<file path="src/design/cbt_pkg.sv">
// package for the can bit timing and synchronisation block
// assumes one oscillator clock and an 8-bit register port
package cbt_pkg;

    // register offsets
    localparam logic [7:0] CFG3_ADDR = 8'h28;
    localparam logic [7:0] CFG2_ADDR = 8'h29;
    localparam logic [7:0] CFG1_ADDR = 8'h2A;
    localparam logic [7:0] STAT_ADDR = 8'h2B;

    // cfg1 fields
    localparam int SJW_POS = 6;
    localparam int BRP_POS = 0;
    // cfg2 fields
    localparam int BTL_POS = 7;
    localparam int SAM_POS = 6;
    localparam int PH1_POS = 3;
    localparam int PROP_POS = 0;
    // cfg3 field
    localparam int PH2_POS = 0;
    // status fields
    localparam int ST_BIT_POS = 7;
    localparam int ST_SYNC_POS = 6;
    localparam int ST_SEG_POS = 4;

    localparam logic [7:0] CFG1_RST = 8'h00;
    localparam logic [7:0] CFG2_RST = 8'h00;
    localparam logic [7:0] CFG3_RST = 8'h00;

    // timing counts in quanta
    localparam logic [4:0] IPT_TQ = 5'h02;
    localparam logic [4:0] PH2_MIN_TQ = 5'h02;

    typedef enum logic [1:0] {
        SEG_SYNC = 2'b00,
        SEG_PROP = 2'b01,
        SEG_PH1 = 2'b10,
        SEG_PH2 = 2'b11
    } cbt_seg_e;

    typedef struct packed {
        logic [1:0] sjw;
        logic [5:0] quantum_prescaler;
        logic phase_two_length_select;
        logic triple_sample_select;
        logic [2:0] phase_one_length_field;
        logic [2:0] propagation_length_field;
        logic [2:0] phase_two_length_field;
    } cbt_cfg_s;

endpackage : cbt_pkg

</file>
<file path="src/design/cbt_tq_prescaler.sv">
// quantum-rate enable generator
// assumes the prescaler field is held steady while the bus runs
`timescale 1ns/1ps
module cbt_tq_prescaler
    import cbt_pkg::*;
#(
    parameter int PW = 6
)
(
    input wire logic mclk_i,
    input wire logic resetn_i,
    input wire logic [PW-1:0] quantum_prescaler_i,
    output logic tq_tick_o,
    output logic half_tick_o
);

    logic [PW:0] cnt;
    logic [PW:0] last;

    // quantum is 2*(field+1) oscillator periods
    assign last = {quantum_prescaler_i, 1'b1};
    assign tq_tick_o = (cnt == last);
    assign half_tick_o = (cnt == {1'b0, quantum_prescaler_i});

    always_ff @(posedge mclk_i)
    begin
        if (!resetn_i)
            cnt <= '0;
        else if (cnt >= last)
            cnt <= '0;
        else
            cnt <= cnt + 1'b1;
    end

endmodule : cbt_tq_prescaler

</file>
<file path="src/design/cbt_rx_vote.sv">
// receive pin synchroniser and three-sample majority vote
// assumes half and full quantum ticks from the prescaler
`timescale 1ns/1ps
module cbt_rx_vote
    import cbt_pkg::*;
(
    input wire logic mclk_i,
    input wire logic resetn_i,
    input wire logic can_rx_i,
    input wire logic half_tick_i,
    input wire logic tq_tick_i,
    input wire logic triple_i,
    output logic rx_now_o,
    output logic vote_o
);

    logic rx_meta;
    logic rx_sync;
    logic [1:0] hist;

    always_ff @(posedge mclk_i)
    begin
        if (!resetn_i)
        begin
            rx_meta <= 1'b1;
            rx_sync <= 1'b1;
        end
        else
        begin
            rx_meta <= can_rx_i;
            rx_sync <= rx_meta;
        end
    end

    // history holds the level one quantum and half a quantum back
    always_ff @(posedge mclk_i)
    begin
        if (!resetn_i)
            hist <= 2'b11;
        else if (half_tick_i || tq_tick_i)
            hist <= {hist[0], rx_sync};
    end

    assign rx_now_o = rx_sync;
    assign vote_o = triple_i ? ((hist[1] & hist[0]) | (hist[1] & rx_sync) | (hist[0] & rx_sync))
                             : rx_sync;

endmodule : cbt_rx_vote

</file>
<file path="src/design/cbt_bit_timing.sv">
// can bit timing and synchronisation: segment sequencer and registers
// assumes bus idle and transmitting flags from the protocol engine
// on the same clock, and a plain 8-bit register port
//
// Behaviour
// - bit time is sync, propagation, phase one and phase two in sequence
// - sync segment opens each bit and lasts one quantum
// - propagation segment programmable from one to eight quanta
// - phase one 1..8 quanta, phase two 2..8 quanta
// - single mode samples the bus once at the end of phase one
// - triple mode adds two half-quantum-spaced samples and takes the majority
// - bit processing takes two quanta from the sample point
// - phase two never shorter than the processing time; a shortening by the jump width can leave it at one quantum
// - jump width programmable from one to four quanta
// - quantum is two oscillator periods times the prescaler
// - hard sync on falling edge while idle restarts the bit
// - no resync after a hard sync in the same bit
// - phase error zero in sync, positive before, negative after sample
// - small phase error acts like a hard sync
// - large positive error lengthens phase one by the jump width
// - large negative error shortens phase two by the jump width
// - only recessive-to-dominant edges synchronise
// - at most one synchronisation per bit time
// - edge counts only if previous sampled bit differs from new level
// - transmitter ignores edges with positive phase error
// - stuffing keeps an edge at least every six bits
// - prescaler field sets quantum as two times (field plus one) oscillator periods
// - jump width field plus one gives its length
// - phase two from its own field or the larger of phase one and two
`timescale 1ns/1ps
module cbt_bit_timing
    import cbt_pkg::*;
(
    input wire logic mclk_i,
    input wire logic resetn_i,
    input wire logic [7:0] reg_addr_i,
    input wire logic [7:0] reg_wdata_i,
    input wire logic reg_wr_i,
    input wire logic reg_rd_i,
    output logic [7:0] reg_rdata_o,
    input wire logic can_rx_i,
    output logic can_tx_o,
    input wire logic tx_bit_i,
    input wire logic bus_idle_i,
    input wire logic transmitting_i,
    output logic rx_bit_o,
    output logic sample_point_o,
    output logic bit_valid_o,
    output logic bit_start_o
);

    cbt_cfg_s cfg;
    cbt_seg_e seg;
    logic [4:0] cnt;
    logic [4:0] pos;
    logic [4:0] ph1_ext;
    logic [4:0] ph2_red;
    logic sync_done;
    logic edge_pend;
    logic rx_prev;
    logic [4:0] ipt_cnt;

    logic tq_tick;
    logic half_tick;
    logic rx_now;
    logic vote;

    logic [4:0] prop_len;
    logic [4:0] ph1_len;
    logic [4:0] ph2_len;
    logic [4:0] sjw_len;
    logic [4:0] ph1_end;
    logic [4:0] ph2_end;
    logic [4:0] err_mag;
    logic edge_evt;
    logic edge_hit;
    logic err_pos;
    logic restart;
    logic lengthen;
    logic shorten;
    logic [4:0] cnt_inc;

    function automatic logic [4:0] max5(input logic [4:0] a, input logic [4:0] b);
        max5 = (a > b) ? a : b;
    endfunction : max5

    cbt_tq_prescaler #(
        .PW(6)
    ) u_presc (
        .mclk_i(mclk_i),
        .resetn_i(resetn_i),
        .quantum_prescaler_i(cfg.quantum_prescaler),
        .tq_tick_o(tq_tick),
        .half_tick_o(half_tick)
    );

    cbt_rx_vote u_vote (
        .mclk_i(mclk_i),
        .resetn_i(resetn_i),
        .can_rx_i(can_rx_i),
        .half_tick_i(half_tick),
        .tq_tick_i(tq_tick),
        .triple_i(cfg.triple_sample_select),
        .rx_now_o(rx_now),
        .vote_o(vote)
    );

    // segment lengths in quanta
    assign prop_len = {2'b00, cfg.propagation_length_field} + 5'h01;
    assign ph1_len = {2'b00, cfg.phase_one_length_field} + 5'h01;
    assign sjw_len = {3'b000, cfg.sjw} + 5'h01;
    // phase two clamped to the processing time even if the field says one
    assign ph2_len = cfg.phase_two_length_select
        ? max5({2'b00, cfg.phase_two_length_field} + 5'h01, PH2_MIN_TQ)
        : max5(ph1_len, IPT_TQ);

    // falling edge of the synchronised line; rising edges never count
    assign edge_evt = rx_prev && !rx_now;
    // previous sample recessive, new level dominant, one sync per bit
    assign edge_hit = (edge_evt || edge_pend) && rx_bit_o && !sync_done;

    // phase error of the edge, measured in the quantum it fell into
    assign err_pos = (seg == SEG_PROP) || (seg == SEG_PH1);
    assign err_mag = err_pos ? pos : ((seg == SEG_PH2) ? (ph2_len - cnt) : 5'h00);

    always_comb
    begin
        restart = 1'b0;
        lengthen = 1'b0;
        shorten = 1'b0;
        if (edge_hit)
        begin
            if (bus_idle_i)
                restart = 1'b1;
            else if (!(err_pos && transmitting_i))
            begin
                if (err_mag <= sjw_len)
                    restart = 1'b1;
                else if (err_pos)
                    lengthen = 1'b1;
                else
                    shorten = 1'b1;
            end
        end
    end

    assign cnt_inc = cnt + 5'h01;
    assign ph1_end = ph1_len + (lengthen ? sjw_len : ph1_ext);
    // guard against a jump width not below phase two
    assign ph2_end = (ph2_len > (shorten ? sjw_len : ph2_red))
        ? ph2_len - (shorten ? sjw_len : ph2_red) : 5'h01;

    // edges between quantum ticks wait for the next tick
    always_ff @(posedge mclk_i)
    begin
        if (!resetn_i)
            rx_prev <= 1'b1;
        else
            rx_prev <= rx_now;
    end

    always_ff @(posedge mclk_i)
    begin
        if (!resetn_i)
            edge_pend <= 1'b0;
        else if (tq_tick)
            edge_pend <= 1'b0;
        else if (edge_evt)
            edge_pend <= 1'b1;
    end

    // segment sequencer, one step per quantum
    always_ff @(posedge mclk_i)
    begin
        if (!resetn_i)
        begin
            seg <= SEG_SYNC;
            cnt <= 5'h00;
            pos <= 5'h00;
        end
        else if (tq_tick)
        begin
            if (restart)
            begin
                // the edge quantum becomes the sync segment
                seg <= SEG_PROP;
                cnt <= 5'h00;
                pos <= 5'h01;
            end
            else
            begin
                case (seg)
                    SEG_SYNC:
                    begin
                        seg <= SEG_PROP;
                        cnt <= 5'h00;
                        pos <= 5'h01;
                    end
                    SEG_PROP:
                    begin
                        pos <= pos + 5'h01;
                        if (cnt_inc >= prop_len)
                        begin
                            seg <= SEG_PH1;
                            cnt <= 5'h00;
                        end
                        else
                            cnt <= cnt_inc;
                    end
                    SEG_PH1:
                    begin
                        pos <= pos + 5'h01;
                        if (cnt_inc >= ph1_end)
                        begin
                            seg <= SEG_PH2;
                            cnt <= 5'h00;
                        end
                        else
                            cnt <= cnt_inc;
                    end
                    SEG_PH2:
                    begin
                        if (cnt_inc >= ph2_end)
                        begin
                            seg <= SEG_SYNC;
                            cnt <= 5'h00;
                            pos <= 5'h00;
                        end
                        else
                            cnt <= cnt_inc;
                    end
                    default:
                    begin
                        seg <= SEG_SYNC;
                        cnt <= 5'h00;
                        pos <= 5'h00;
                    end
                endcase
            end
        end
    end

    // phase adjustments last until the next bit starts
    always_ff @(posedge mclk_i)
    begin
        if (!resetn_i)
        begin
            ph1_ext <= 5'h00;
            ph2_red <= 5'h00;
        end
        else if (tq_tick)
        begin
            if (restart || (seg == SEG_SYNC))
            begin
                ph1_ext <= 5'h00;
                ph2_red <= 5'h00;
            end
            else if (lengthen)
                ph1_ext <= sjw_len;
            else if (shorten)
                ph2_red <= sjw_len;
        end
    end

    // one synchronisation per bit; cleared as the next sync segment opens
    always_ff @(posedge mclk_i)
    begin
        if (!resetn_i)
            sync_done <= 1'b0;
        else if (tq_tick)
        begin
            // a shortening that ends phase two opens a fresh bit, so the clear wins
            if (restart)
                sync_done <= 1'b1;
            else if ((seg == SEG_PH2) && (cnt_inc >= ph2_end))
                sync_done <= 1'b0;
            else if (lengthen || shorten)
                sync_done <= 1'b1;
        end
    end

    // sample point at the end of phase one
    always_ff @(posedge mclk_i)
    begin
        if (!resetn_i)
        begin
            rx_bit_o <= 1'b1;
            sample_point_o <= 1'b0;
        end
        else
        begin
            sample_point_o <= 1'b0;
            if (tq_tick && !restart && (seg == SEG_PH1) && (cnt_inc >= ph1_end))
            begin
                rx_bit_o <= vote;
                sample_point_o <= 1'b1;
            end
        end
    end

    // bit handed on once the processing time has run out
    always_ff @(posedge mclk_i)
    begin
        if (!resetn_i)
        begin
            ipt_cnt <= 5'h00;
            bit_valid_o <= 1'b0;
        end
        else
        begin
            bit_valid_o <= 1'b0;
            if (sample_point_o)
                ipt_cnt <= IPT_TQ;
            else if (tq_tick && (ipt_cnt != 5'h00))
            begin
                ipt_cnt <= ipt_cnt - 5'h01;
                if (ipt_cnt == 5'h01)
                    bit_valid_o <= 1'b1;
            end
        end
    end

    // transmit level changes only as a new bit opens
    always_ff @(posedge mclk_i)
    begin
        if (!resetn_i)
        begin
            can_tx_o <= 1'b1;
            bit_start_o <= 1'b0;
        end
        else
        begin
            bit_start_o <= 1'b0;
            if (tq_tick && !restart && (seg == SEG_PH2) && (cnt_inc >= ph2_end))
            begin
                can_tx_o <= tx_bit_i;
                bit_start_o <= 1'b1;
            end
        end
    end

    // configuration registers; software must meet the segment inequalities
    always_ff @(posedge mclk_i)
    begin
        if (!resetn_i)
            cfg <= {CFG1_RST, CFG2_RST, CFG3_RST[2:0]};
        else if (reg_wr_i)
        begin
            case (reg_addr_i)
                CFG1_ADDR:
                begin
                    cfg.sjw <= reg_wdata_i[SJW_POS +: 2];
                    cfg.quantum_prescaler <= reg_wdata_i[BRP_POS +: 6];
                end
                CFG2_ADDR:
                begin
                    cfg.phase_two_length_select <= reg_wdata_i[BTL_POS];
                    cfg.triple_sample_select <= reg_wdata_i[SAM_POS];
                    cfg.phase_one_length_field <= reg_wdata_i[PH1_POS +: 3];
                    cfg.propagation_length_field <= reg_wdata_i[PROP_POS +: 3];
                end
                CFG3_ADDR:
                    cfg.phase_two_length_field <= reg_wdata_i[PH2_POS +: 3];
                default:
                    cfg <= cfg;
            endcase
        end
    end

    always_ff @(posedge mclk_i)
    begin
        if (!resetn_i)
            reg_rdata_o <= 8'h00;
        else if (reg_rd_i)
        begin
            case (reg_addr_i)
                CFG1_ADDR:
                    reg_rdata_o <= {cfg.sjw, cfg.quantum_prescaler};
                CFG2_ADDR:
                    reg_rdata_o <= {cfg.phase_two_length_select, cfg.triple_sample_select,
                                    cfg.phase_one_length_field, cfg.propagation_length_field};
                CFG3_ADDR:
                    reg_rdata_o <= {5'h00, cfg.phase_two_length_field};
                STAT_ADDR:
                    reg_rdata_o <= {rx_bit_o, sync_done, seg, 4'h0};
                default:
                    reg_rdata_o <= 8'h00;
            endcase
        end
        else
            reg_rdata_o <= 8'h00;
    end

endmodule : cbt_bit_timing

</file>
<file path="config.mk">
export PLATFORM = sky130hd
export DESIGN_NAME = cbt_bit_timing
export DESIGN_NICKNAME = d
export VERILOG_FILES = /design/src/design/cbt_pkg.sv /design/src/design/cbt_tq_prescaler.sv /design/src/design/cbt_rx_vote.sv /design/src/design/cbt_bit_timing.sv
export SDC_FILE = /design/constraint.sdc
export NUM_CORES = 1
export LEC_CHECK = 0
export ABC_AREA = 1
export BUFFER_PORTS_ARGS = -buffer_cell sky130_fd_sc_hd__buf_4
export CAP_MARGIN = 20
export CORE_ASPECT_RATIO = 0.6
export CORE_MARGIN = 8
export CORE_UTILIZATION = 51
export DETAILED_ROUTE_END_ITERATION = 10
export MAX_ROUTING_LAYER = met4
export PLACE_DENSITY_LB_ADDON = 0.12
export SYNTH_ARGS = -nofsm -noshare
export SYNTH_HDL_FRONTEND = slang
export SYNTH_SLANG_ARGS = --single-unit
</file>
<file path="constraint.sdc">
create_clock -name mclk_i -period 6.45 [get_ports mclk_i]
set_input_delay 0.3225 -clock mclk_i [delete_from_list [all_inputs] [get_ports mclk_i]]
set_output_delay 0.3225 -clock mclk_i [all_outputs]
set_load 0.02 [all_outputs]
</file>
==> results of run 1 <==
==> timing repair <==
action	4_1_cts	5_1_grt
resized for setup	2	10
cloned	0	0
endpoints found under the setup margin	8	14
pin swaps	1	10
buffers inserted	1	5
==> report_power, final <==
group	total, W	internal [W]	switching, W
Clock	0.000474	0.000271	0.000203
Combinational	0.000405	0.000129	0.000276
Sequential	0.000518	0.000485	0.0000330
Total	0.00140	0.000886	0.000512
==> cell usage in the layout (no fill, tap or decap), drive strengths merged, types with 4 or more instances in the layout <==
cell type and instances:
nand2 114, inv 104, dfxtp 73, a21oi 51, ha 49, o21ai 49
nor2 47, buf 43, nand3 33, nand4 18, xor2 10, clkbuf 10
nor3 10, nor4 7, clkinv 6, xnor2 5, o22ai 5, or2 4
o211ai 4
==> per-stage QoR <==
stage | hold slack (ps) | total power (W)
final | 172 | 0.00140
after global routing | 173 | 0.00147
after CTS | 166 | 0.00139
after detailed placement | 413 | 0.000915
after global placement | 406 | 0.000910
after floorplan | 393 | 0.000818
==> how the worst max path moves through the flow <==
stage	startpoint	to	slack, ps	cells after the start
global route	cfg[0]	seg[1]	-30	41
finish	cfg[0]	seg[1]	380	41
CTS	cfg[0]	seg[1]	7	42
global placement	cfg[0]	seg[1]	450	41
floorplan	cfg[0]	seg[1]	870	40
detailed placement	cfg[0]	seg[1]	-20	41
==> sequential cells by signal, indices dropped and copies added, names as in the netlist, 2 cells and up <==
signal       cells
ph1_ext          5
seg              2
cnt              5
ipt_cnt          5
ph2_red          5
u_presc.cnt      7
u_vote.hist      2
reg_rdata_o      8
pos              5
cfg             19
==> kinds of logic (layout without fill, tap and decap cells) <==
family	count (synthesis)	in the layout
buffers and inverters	115	164
and+or+nand+nor	238	238
adders and majority gates	52	52
DFF	73	73
AOI/OAI and AO/OA	131	131
xor gates and xnor gates	15	15
==> worst max-delay path: cells and delay by family, from the launching register on <==
family                     cells  cell delay, ps
xor gates and xnor gates       1             160
AOI/OAI and AO/OA             12            1910
adders and majority gates      6            1700
and+or+nand+nor               17            1510
buffers and inverters          5             350
DFF                            1             340
==> layout make-up <==
| type | instances | area share |
|---|---|---|
| Inverter | 105 | 0.0727 |
| Timing Repair Buffer | 43 | 0.0595 |
| Clock inverter | 6 | 0.00808 |
| Multi-Input combinational cell | 436 | 0.519 |
| Tap cell | 116 | 0.0268 |
| Clock buffer | 10 | 0.0441 |
| Sequential cell | 73 | 0.270 |
==> metal layers <==
layer  track usage  up-vias  routed length (µm)
met4        0.0422        0                  68
met3        0.0528        6                 976
met5             -        -                   0
met2         0.267      151                4790
li1              -     2164                   -
met1         0.310     1935                6640
==> summary.txt, run 1 <==
Synth
  – Leading post-synthesis cells by cell area: sky130_fd_sc_hd__dfxtp_1, sky130_fd_sc_hd__ha_1, sky130_fd_sc_hd__nand2_1, sky130_fd_sc_hd__inv_1, sky130_fd_sc_hd__a21oi_1
  – Post-synthesis compound-gate area fraction: 0.163
  – Adder-cell share of the synthesized area: 0.144
  – Synthesized area per cell: 7.49 µm²
  – Cell with the most instances after synthesis: sky130_fd_sc_hd__nand2_1
  – Yosys warning total: 0
  – Fraction of the yosys area taken by sequential cells: 0.313
  – Portion of synthesized cell area occupied by the leading cell type: 0.313
  – Basic-gate share of the synthesized area counting and, or, nand and nor cells: 0.256
  – XOR/XNOR share of the synthesized area: 0.0281
  – Synthesized Nets: 700
  – Ranking of synthesized cells by instance count: sky130_fd_sc_hd__nand2_1, sky130_fd_sc_hd__inv_1, sky130_fd_sc_hd__dfxtp_1
  – Count of mapped cells out of synthesis: 624
  – Post-synth top area cell: sky130_fd_sc_hd__dfxtp_1
  – FF+latch count, synth: 73
  – Share of synthesized area spent on multiplexers: 0
  – Count of unique library cells instantiated by Yosys: 52
  – Summed instance area of the synthesized netlist: roughly 0.0047 mm²
  – Main combinational cell family by area after synthesis: simple AND/OR/NAND/NOR gates
  – Share of synthesized registers carrying an async set or reset: 0
  – Most used flip-flop cell after synthesis: sky130_fd_sc_hd__dfxtp_1
  – EDFF count, synth: 0

Global route
  – Total global routing overflow: 0
  – Number of global-route vias before repair: between 3000 and 4000
  – GRT Overall Usage: 0.207
  – Largest net degree at the start of global routing: 32
  – First-pass GRT wire length: 20300 µm
  – Number of antenna violations at the first check in global routing: 0

Placed design
  – Dpl cell area: around 0.0050 mm²
  – Number of buffers added on ports: 36
  – Last weighted congestion value of the routability-driven placer: 0.896
  – Post-detail-place hpwl: 9690 µm
  – Worst slack after detailed placement: -16.3 ps
  – Number of placed instances, taps included: 767

Timing
  – Final setup viols: 0
  – Layout Skew: 6.14 ps
  – Upper clock frequency limit: 165 MHz
  – Max-slew violation count: 0
  – Setup TNS after final layout: 0 ps
  – Final min period: 6070 ps
  – Final Worst Setup Slack: between 300 and 400 ps
  – Count of endpoints failing hold in the final timing report: 0
  – Worst rel slew slack: 0.432
  – Transition time of the tightest slew-check pin: 844 ps
  – Period utilization: 0.940

Final layout
  – Nets: 744
  – Final-layout fill cell count: 823
  – Area used by sequential logic in the layout: 0.00146 mm²
  – Share of the core filled with cells in the final layout: 0.599
  – Non-Filler Instances: 789
  – Layout Area Growth over Synthesis: 16.0%
  – Fraction of final layout cells sized beyond drive strength 1: 0.166
  – Area taken by multi-input logic gates: between 0.002 and 0.003 mm²
  – Final antenna diode count: 0
  – Post-route cell area: 0.00542 mm²

Critical path
  – CP arrival: ~6300 ps
  – Peak fanout along the critical path: 6
  – Number of cells traversed by the worst register-to-register path: 41
  – Critical Path Start Type: flip-flop
  – Slack of the worst reg-to-reg path: 380 ps
  – Required arrival time at the worst endpoint: 6680 ps
  – Worst path slowest cell: sky130_fd_sc_hd__ha_1
  – Highest cell delay on the worst timing path: 370 ps
  – Setup CP Type: reg2reg
  – Cell type with the highest occurrence count on the critical path: sky130_fd_sc_hd__nand2_1
  – Reg2reg end: seg[1]
  – Worst Setup End Kind: flip-flop
  – Startpoint of the worst register-to-register path: cfg[0]

Worst hold path
  – Min-Delay Startpoint: can_rx_i
  – Worst Hold End: u_vote.rx_meta
  – Worst hold path cell count: 2
  – Class of the tightest hold or removal check: in2reg

Floorplan
  – Vertical extent of the die: 90.1 µm
  – Area inside the core boundary: between 0.009 and 0.01 mm²
  – # rows: 27
  – Boundary pin count: 37
  – Die extent in x: 140 µm
  – Die area: approximately 0.013 mm²
  – Starting utilization of the core area: 0.516

Route
  – Count of nets left with antenna violations after detail routing: 0
  – Vias per cell: around 5.4
  – Routed WL: 12500 µm
  – Number of detailed-route iterations in the first pass: 5
  – Drt drc: 0
  – Drt wl/cell: between 15 and 20 µm
  – Initial DRC Count: 406
  – Vias after detailed routing: 4256

Power
  – Power per unit of standard cell area: ~260 mW/mm²
  – Worst vdd ir: 0.132 mV
  – Leak pwr: 2.54 nW

Clocking
  – Clock sink count: 73
  – Number of levels the H-tree was split into: 3
  – Root buffer selected by CTS: sky130_fd_sc_hd__clkbuf_16
  – Total clock buffers created by CTS: 9
  – Buffer levels on the longest clock path: 2
  – Clock tree from TritonCTS: built
  – Register clock-pin slew on the reported worst setup and hold paths: 60 ps
  – Number of hold buffers added after CTS: 0
  – Insertion delay to the later sink of the worst-skew pair: 340 ps

Run status
  – Outcome: completed

Run
  – Count of maximum capacitance violations: 0
No activity file was read; power rests on OpenSTA's default activity.
==> inputs of run 2 (changes only) <==
--- a/config.mk
+++ b/config.mk
@@ -13,7 +13,7 @@
 export CORE_UTILIZATION = 51
 export DETAILED_ROUTE_END_ITERATION = 10
 export MAX_ROUTING_LAYER = met4
-export PLACE_DENSITY_LB_ADDON = 0.12
+export PLACE_DENSITY = 0.74
 export SYNTH_ARGS = -nofsm -noshare
 export SYNTH_HDL_FRONTEND = slang
 export SYNTH_SLANG_ARGS = --single-unit
==> run 2 against run 1 <==
Net effect:
- flip-flop and latch count stayed put
- sequential power about the same
- worst hold slack barely moved
- total power is 0.55% higher
- sequential share of layout area about the same
- wire length fell by 0.15%
- setup slack worse by 22 ps
- critical path depth did not move
- cell count is 0.13% higher
- clock power barely moved
- largest power group unchanged
==> summary.txt, run 2 (synthesis results as in run 1) <==
Worst hold path
  – Worst hold path cell count: 2 (unchanged)
  – Min-Delay Startpoint: can_rx_i
  – Worst Hold End: u_vote.rx_meta
  – Class of the tightest hold or removal check: in2reg

Global route
  – Largest net degree at the start of global routing: 32 (unchanged)
  – Total global routing overflow: 0 (unchanged)
  – Number of antenna violations at the first check in global routing: 0 (unchanged)
  – GRT Overall Usage: 0.206 (-0.00113)
  – Number of global-route vias before repair: 4031 (+2.5%)
  – First-pass GRT wire length: 20200 µm (-0.54%)

Final layout
  – Post-route cell area: 0.00543 mm² (+0.14%)
  – Nets: 745 (+0.13%)
  – Fraction of final layout cells sized beyond drive strength 1: 0.165 (-0.00173)
  – Flip-flop count of the largest register, all copies and words added: 19 (unchanged)
  – Layout Area Growth over Synthesis: 16.2%
  – Final antenna diode count: 0 (unchanged)
  – Most frequent cells in the layout: sky130_fd_sc_hd__nand2_1, sky130_fd_sc_hd__inv_1, sky130_fd_sc_hd__dfxtp_1, sky130_fd_sc_hd__a21oi_1, sky130_fd_sc_hd__ha_1
  – Most common library cell in the layout ignoring fill and taps: sky130_fd_sc_hd__nand2_1
  – Largest register by flop count: cfg
  – Largest registers: cfg x19, reg_rdata_o x8, u_presc.cnt x7
  – Final-layout fill cell count: 816 (-0.85%)

Critical path
  – Worst Setup End Kind: flip-flop
  – Highest cell delay on the worst timing path: 360 ps (about the same)
  – Required arrival time at the worst endpoint: 6690 ps (about the same)
  – Worst path slowest cell: sky130_fd_sc_hd__fa_2
  – Reg2reg end: seg[1]
  – Peak fanout along the critical path: 6 (unchanged)
  – Startpoint of the worst register-to-register path: cfg[0]
  – Setup CP Type: reg2reg
  – Slack of the worst reg-to-reg path: 360 ps (-20 ps)
  – Critical Path Start Type: flip-flop
  – Number of cells traversed by the worst register-to-register path: 41 (unchanged)
  – CP arrival: 6330 ps (+30 ps)
  – Cell type with the highest occurrence count on the critical path: sky130_fd_sc_hd__nand2_1

Timing
  – Final Worst Setup Slack: 363 ps (-22.0 ps)
  – Final min period: 6090 ps (+22.0 ps)
  – Period utilization: 0.944 (+0.00341)
  – Upper clock frequency limit: 164 MHz (-0.36%)
  – Final setup viols: 0 (unchanged)
  – Layout Skew: 8.38 ps (+2.24 ps)
  – Transition time of the tightest slew-check pin: 675 ps (-169 ps)
  – Worst rel slew slack: 0.547 (+0.115)
  – Count of endpoints failing hold in the final timing report: 0 (unchanged)
  – Max-slew violation count: 0 (unchanged)

Clocking
  – Insertion delay to the later sink of the worst-skew pair: 340 ps (about the same)
  – Root buffer selected by CTS: sky130_fd_sc_hd__clkbuf_16
  – Number of hold buffers added after CTS: 0 (unchanged)
  – Clock sink count: 73 (unchanged)
  – Buffer levels on the longest clock path: 2 (unchanged)
  – Total clock buffers created by CTS: 9 (unchanged)
  – Clock tree from TritonCTS: built
  – Register clock-pin slew on the reported worst setup and hold paths: 60 ps (about the same)
  – Number of levels the H-tree was split into: 3 (unchanged)

Route
  – Drt drc: 0 (unchanged)
  – Drt wl/cell: 15.8 µm (-0.28%)
  – Routed WL: 12500 µm (-0.15%)
  – Vias per cell: 5.49 (+1.7%)
  – Vias after detailed routing: 4335 (+1.9%)
  – Initial DRC Count: 382 (-5.9%)
  – Number of detailed-route iterations in the first pass: 5 (unchanged)
  – Count of nets left with antenna violations after detail routing: 0 (unchanged)

Placed design
  – Worst slack after detailed placement: 31.0 ps (+47.3 ps)
  – Dpl cell area: 0.00504 mm² (unchanged)
  – Last weighted congestion value of the routability-driven placer: 0.967 (+7.9%)
  – Post-detail-place hpwl: 9710 µm (+0.22%)
  – Number of buffers added on ports: 36 (unchanged)

Floorplan
  – Die area: 0.0126 mm² (unchanged)
  – # rows: 27 (unchanged)
  – Starting utilization of the core area: 0.516 (unchanged)
  – Vertical extent of the die: 90.1 µm (unchanged)
  – Area inside the core boundary: 0.00905 mm² (unchanged)
  – Boundary pin count: 37 (unchanged)
  – Die extent in x: 140 µm (unchanged)

Power
  – Worst vdd ir: 0.146 mV (+10%)
  – Leak pwr: 2.55 nW (+0.15%)
  – Power per unit of standard cell area: 259 mW/mm² (+0.41%)

Run status
  – Outcome: completed

Run
  – Count of maximum capacitance violations: 0 (unchanged)
## run 2: what timing repair did
item                                    CTS  global route
setup buffers                             1             6
pin swaps                                 1             9
resized for setup                         0            12
endpoints found under the setup margin    1            15
## run 2: worst max-delay path by stage
stage	startpoint	end	depth (start not counted)
3_5_place_dp	cfg[0]	seg[1]	41
6_report	cfg[0]	seg[1]	41
3_3_place_gp	cfg[0]	seg[1]	41
2_1_floorplan	cfg[0]	seg[1]	40
4_1_cts	cfg[0]	seg[1]	41
5_1_grt	cfg[0]	seg[1]	41
## run 2: routing by layer
metal / global-route usage / routed length (µm)
met3: 0.0660 / 1210
met4: 0.0548 / 119
met5: - / 0
met2: 0.272 / 4950
met1: 0.292 / 6180
## run 2: layout make-up
| type | instances | area (µm²) | area share |
|---|---|---|---|
| repair buffers | 44 | 330 | 0.0608 |
| multi-input cells | 436 | 2820 | 0.519 |
| inverters | 105 | 394 | 0.0726 |
| clock inverters | 4 | 26.3 | 0.00484 |
| clock buffers | 12 | 256 | 0.0472 |
| well taps | 116 | 145 | 0.0267 |
| flip-flops and latches | 73 | 1460 | 0.269 |
## run 2: worst max-delay path, delay by kind of cell, from the launching register on
kind | cells | cell delay (ps)
buffers and inverters | 5 | 330
adders and majority gates | 6 | 1690
AOI/OAI and AO/OA | 12 | 1950
xor gates and xnor gates | 1 | 160
DFF | 1 | 340
and+or+nand+nor | 17 | 1510
## run 2: through the flow
stage	setup TNS [ps]	hold WS [ps]	util	instances	total power (W)
finish	0	172	0.600	790	0.00141
global route	-63.5	169	0.600	790	0.00148
CTS	0	169	0.589	784	0.00140
detailed placement	0	404	0.557	767	0.000919
global placement	0	406	0.557	767	0.000908
floorplan	0	393	-	624	0.000818
## run 2: report_power, final
part | switching [W] | internal, W | total [W]
combinational | 0.000279 | 0.000130 | 0.000408
clock | 0.000196 | 0.000281 | 0.000477
sequential | 0.0000341 | 0.000485 | 0.000520
total | 0.000509 | 0.000896 | 0.00141
==> inputs of run 3 (changes only) <==
--- a/config.mk
+++ b/config.mk
@@ -11,6 +11,7 @@
 export CORE_ASPECT_RATIO = 0.6
 export CORE_MARGIN = 8
 export CORE_UTILIZATION = 51
+export CTS_BUF_LIST = sky130_fd_sc_hd__clkbuf_4
 export DETAILED_ROUTE_END_ITERATION = 10
 export MAX_ROUTING_LAYER = met4
 export PLACE_DENSITY = 0.74
==> run 3 against run 2 <==
Net effect:
- utilization is 2.0 points lower
- clock skew grew 17 ps
- wire length decreased by 0.67%
- cell count decreased by 0.13%
- first-iteration DRC count increased by 10%
- design area shrank 3.3%
- die area is the same
- worst hold slack worse by 100 ps
- via count grew 0.23%
- register-to-register slack about the same
- largest power group unchanged
==> summary.txt, run 3 (synthesis results as in run 1) <==
Run status
  – Outcome: completed

Timing
  – Max-slew violation count: 0 (unchanged)
  – Period utilization: 0.942 (-0.00138)
  – Count of endpoints failing hold in the final timing report: 0 (unchanged)
  – Layout Skew: 25.2 ps (+16.8 ps)
  – Final setup viols: 0 (unchanged)
  – Setup TNS after final layout: 0 ps (unchanged)
  – Post-route worst hold slack: 70.9 ps (-101 ps)
  – Transition time of the tightest slew-check pin: 712 ps (+37.3 ps)
  – Worst rel slew slack: 0.522 (-0.0250)
  – Upper clock frequency limit: 165 MHz (+0.15%)
  – Final Worst Setup Slack: 372 ps (+8.90 ps)
  – Final min period: 6080 ps (-8.90 ps)

Critical path
  – Highest cell delay on the worst timing path: 380 ps (+20 ps)
  – Worst path slowest cell: sky130_fd_sc_hd__fa_2
  – Worst Setup End Kind: flip-flop
  – Buffer and inverter count on the worst path: 5 (unchanged)
  – Worst path top cell family by delay: compound AO/OA/AOI/OAI gates
  – CP arrival: 6440 ps (+110 ps)
  – Cell type with the highest occurrence count on the critical path: sky130_fd_sc_hd__nand2_1
  – Required arrival time at the worst endpoint: 6810 ps (+120 ps)
  – Critical Path Start Type: flip-flop
  – Peak fanout along the critical path: 6 (unchanged)
  – Setup CP Type: reg2reg

Power
  – Leak pwr: 2.46 nW (-3.2%)
  – Switching power share of the total: 0.408 (+0.0463)
  – Power per unit of standard cell area: 224 mW/mm² (-13%)
  – Clock Power Share: 0.211 (-0.129)
  – Total design power: 0.00118 W (-16%)
  – Cell-internal power: 0.000696 W (-22%)
  – Share of total power in combinational logic: 0.347 (+0.056)
  – Power share of the sequential group: 0.441 (+0.071)
  – Worst vdd ir: 0.122 mV (-16%)
  – Net Switching: 0.000480 W (-5.6%)

Global route
  – GRT Overall Usage: 0.204 (-0.00231)
  – Total global routing overflow: 0 (unchanged)
  – Number of antenna violations at the first check in global routing: 0 (unchanged)
  – Largest net degree at the start of global routing: 32 (unchanged)
  – First-pass GRT wire length: 20100 µm (-0.65%)
  – Number of global-route vias before repair: 3973 (-1.4%)

Run
  – Count of maximum capacitance violations: 0 (unchanged)

Route
  – Count of nets left with antenna violations after detail routing: 0 (unchanged)
  – Vias after detailed routing: 4345 (+0.23%)
  – Initial DRC Count: 421 (+10%)
  – Vias per cell: 5.51 (+0.36%)
  – Routed WL: 12400 µm (-0.67%)
  – Number of detailed-route iterations in the first pass: 5 (unchanged)
  – Drt wl/cell: 15.7 µm (-0.55%)
  – Drt drc: 0 (unchanged)

Placed design
  – Post-detail-place hpwl: 9710 µm (unchanged)
  – Last weighted congestion value of the routability-driven placer: 0.967 (unchanged)
  – Number of buffers added on ports: 36 (unchanged)
  – Worst slack after detailed placement: 31.0 ps (unchanged)

Final layout
  – Final antenna diode count: 0 (unchanged)
  – Most common library cell in the layout ignoring fill and taps: sky130_fd_sc_hd__nand2_1
  – Share of the core filled with cells in the final layout: 0.580 (-0.0199)
  – Layout Area Growth over Synthesis: 12.3%
  – Flip-flop count of the largest register, all copies and words added: 19 (unchanged)
  – Most frequent cells in the layout: sky130_fd_sc_hd__nand2_1, sky130_fd_sc_hd__inv_1, sky130_fd_sc_hd__dfxtp_1, sky130_fd_sc_hd__a21oi_1, sky130_fd_sc_hd__ha_1
  – Nets: 744 (-0.13%)
  – Largest registers: cfg x19, reg_rdata_o x8, u_presc.cnt x7
  – Fraction of final layout cells sized beyond drive strength 1: 0.163 (-0.00124)
  – Largest register by flop count: cfg

Floorplan
  – Die area: 0.0126 mm² (unchanged)
  – Vertical extent of the die: 90.1 µm (unchanged)
  – Starting utilization of the core area: 0.516 (unchanged)
  – Die extent in x: 140 µm (unchanged)
  – # rows: 27 (unchanged)
  – Boundary pin count: 37 (unchanged)
  – Area inside the core boundary: 0.00905 mm² (unchanged)

Clocking
  – Root buffer selected by CTS: sky130_fd_sc_hd__clkbuf_4
  – Insertion delay to the later sink of the worst-skew pair: 450 ps (+110 ps)
  – Register clock-pin slew on the reported worst setup and hold paths: 130 ps (+70 ps)
  – Clock sink count: 73 (unchanged)
  – Total clock buffers created by CTS: 9 (unchanged)
  – Clock tree from TritonCTS: built
  – Number of hold buffers added after CTS: 0 (unchanged)
  – Buffer levels on the longest clock path: 2 (unchanged)
  – Number of levels the H-tree was split into: 3 (unchanged)

Worst hold path
  – Class of the tightest hold or removal check: in2reg
[run 3: cell types whose count changed in the layout (fill, tap and decap cells not counted)]
cell,change
sky130_fd_sc_hd__clkbuf_16,-9
sky130_fd_sc_hd__clkbuf_1,-1
sky130_fd_sc_hd__dfxtp_1,-1
sky130_fd_sc_hd__dfxtp_2,+1
sky130_fd_sc_hd__clkbuf_8,-2
sky130_fd_sc_hd__clkbuf_4,+10
sky130_fd_sc_hd__buf_4,-1
sky130_fd_sc_hd__clkinv_1,+2
[run 3: layout make-up]
class / count / area (µm²)
clock buffer: 10 / 75.1
clock inverter: 6 / 33.8
fill: 853 / 3800
inverter: 105 / 394
multi-input combinational: 436 / 2820
sequential: 73 / 1460
tap: 116 / 145
timing repair buffer: 43 / 323
[run 3: what timing repair did]
action / 4_1_cts / 5_1_grt
endpoints found under the setup margin: 1 / 15
pin swaps: 1 / 9
setup buffers: 1 / 5
resized for setup: 0 / 13
[run 3: through the flow]
step	cells	instance area, µm²
floorplan	624	4670
global placement	767	5040
detailed placement	767	5040
CTS	784	5160
global route	789	5250
finish	789	5250
[run 3: power by group through the flow]
stage | Sequential, W | Clock [W] | Combinational (W)
2_1_floorplan | 0.000520 | 0 | 0.000299
3_3_place_gp | 0.000526 | 0 | 0.000382
3_5_place_dp | 0.000529 | 0 | 0.000391
4_1_cts | 0.000518 | 0.000257 | 0.000394
5_1_grt | 0.000524 | 0.000279 | 0.000449
6_report | 0.000519 | 0.000248 | 0.000409
[run 3: final timing paths]
kind,startpoint,end,slack (ps),depth (start not counted)
worst max-delay path,cfg[0],seg[1],370,41
worst min-delay path,can_rx_i,u_vote.rx_meta,70,2
worst max register to register,cfg[0],seg[1],370,41
worst min register to register,u_vote.rx_meta,u_vote.rx_now_o,440,1
[run 3: per-layer routing]
metal	up-vias	wire (µm)	global-route usage
met1	1988	6230	0.293
met2	180	4840	0.267
met5	-	0	-
met3	13	1200	0.0623
li1	2164	-	-
met4	0	116	0.0512
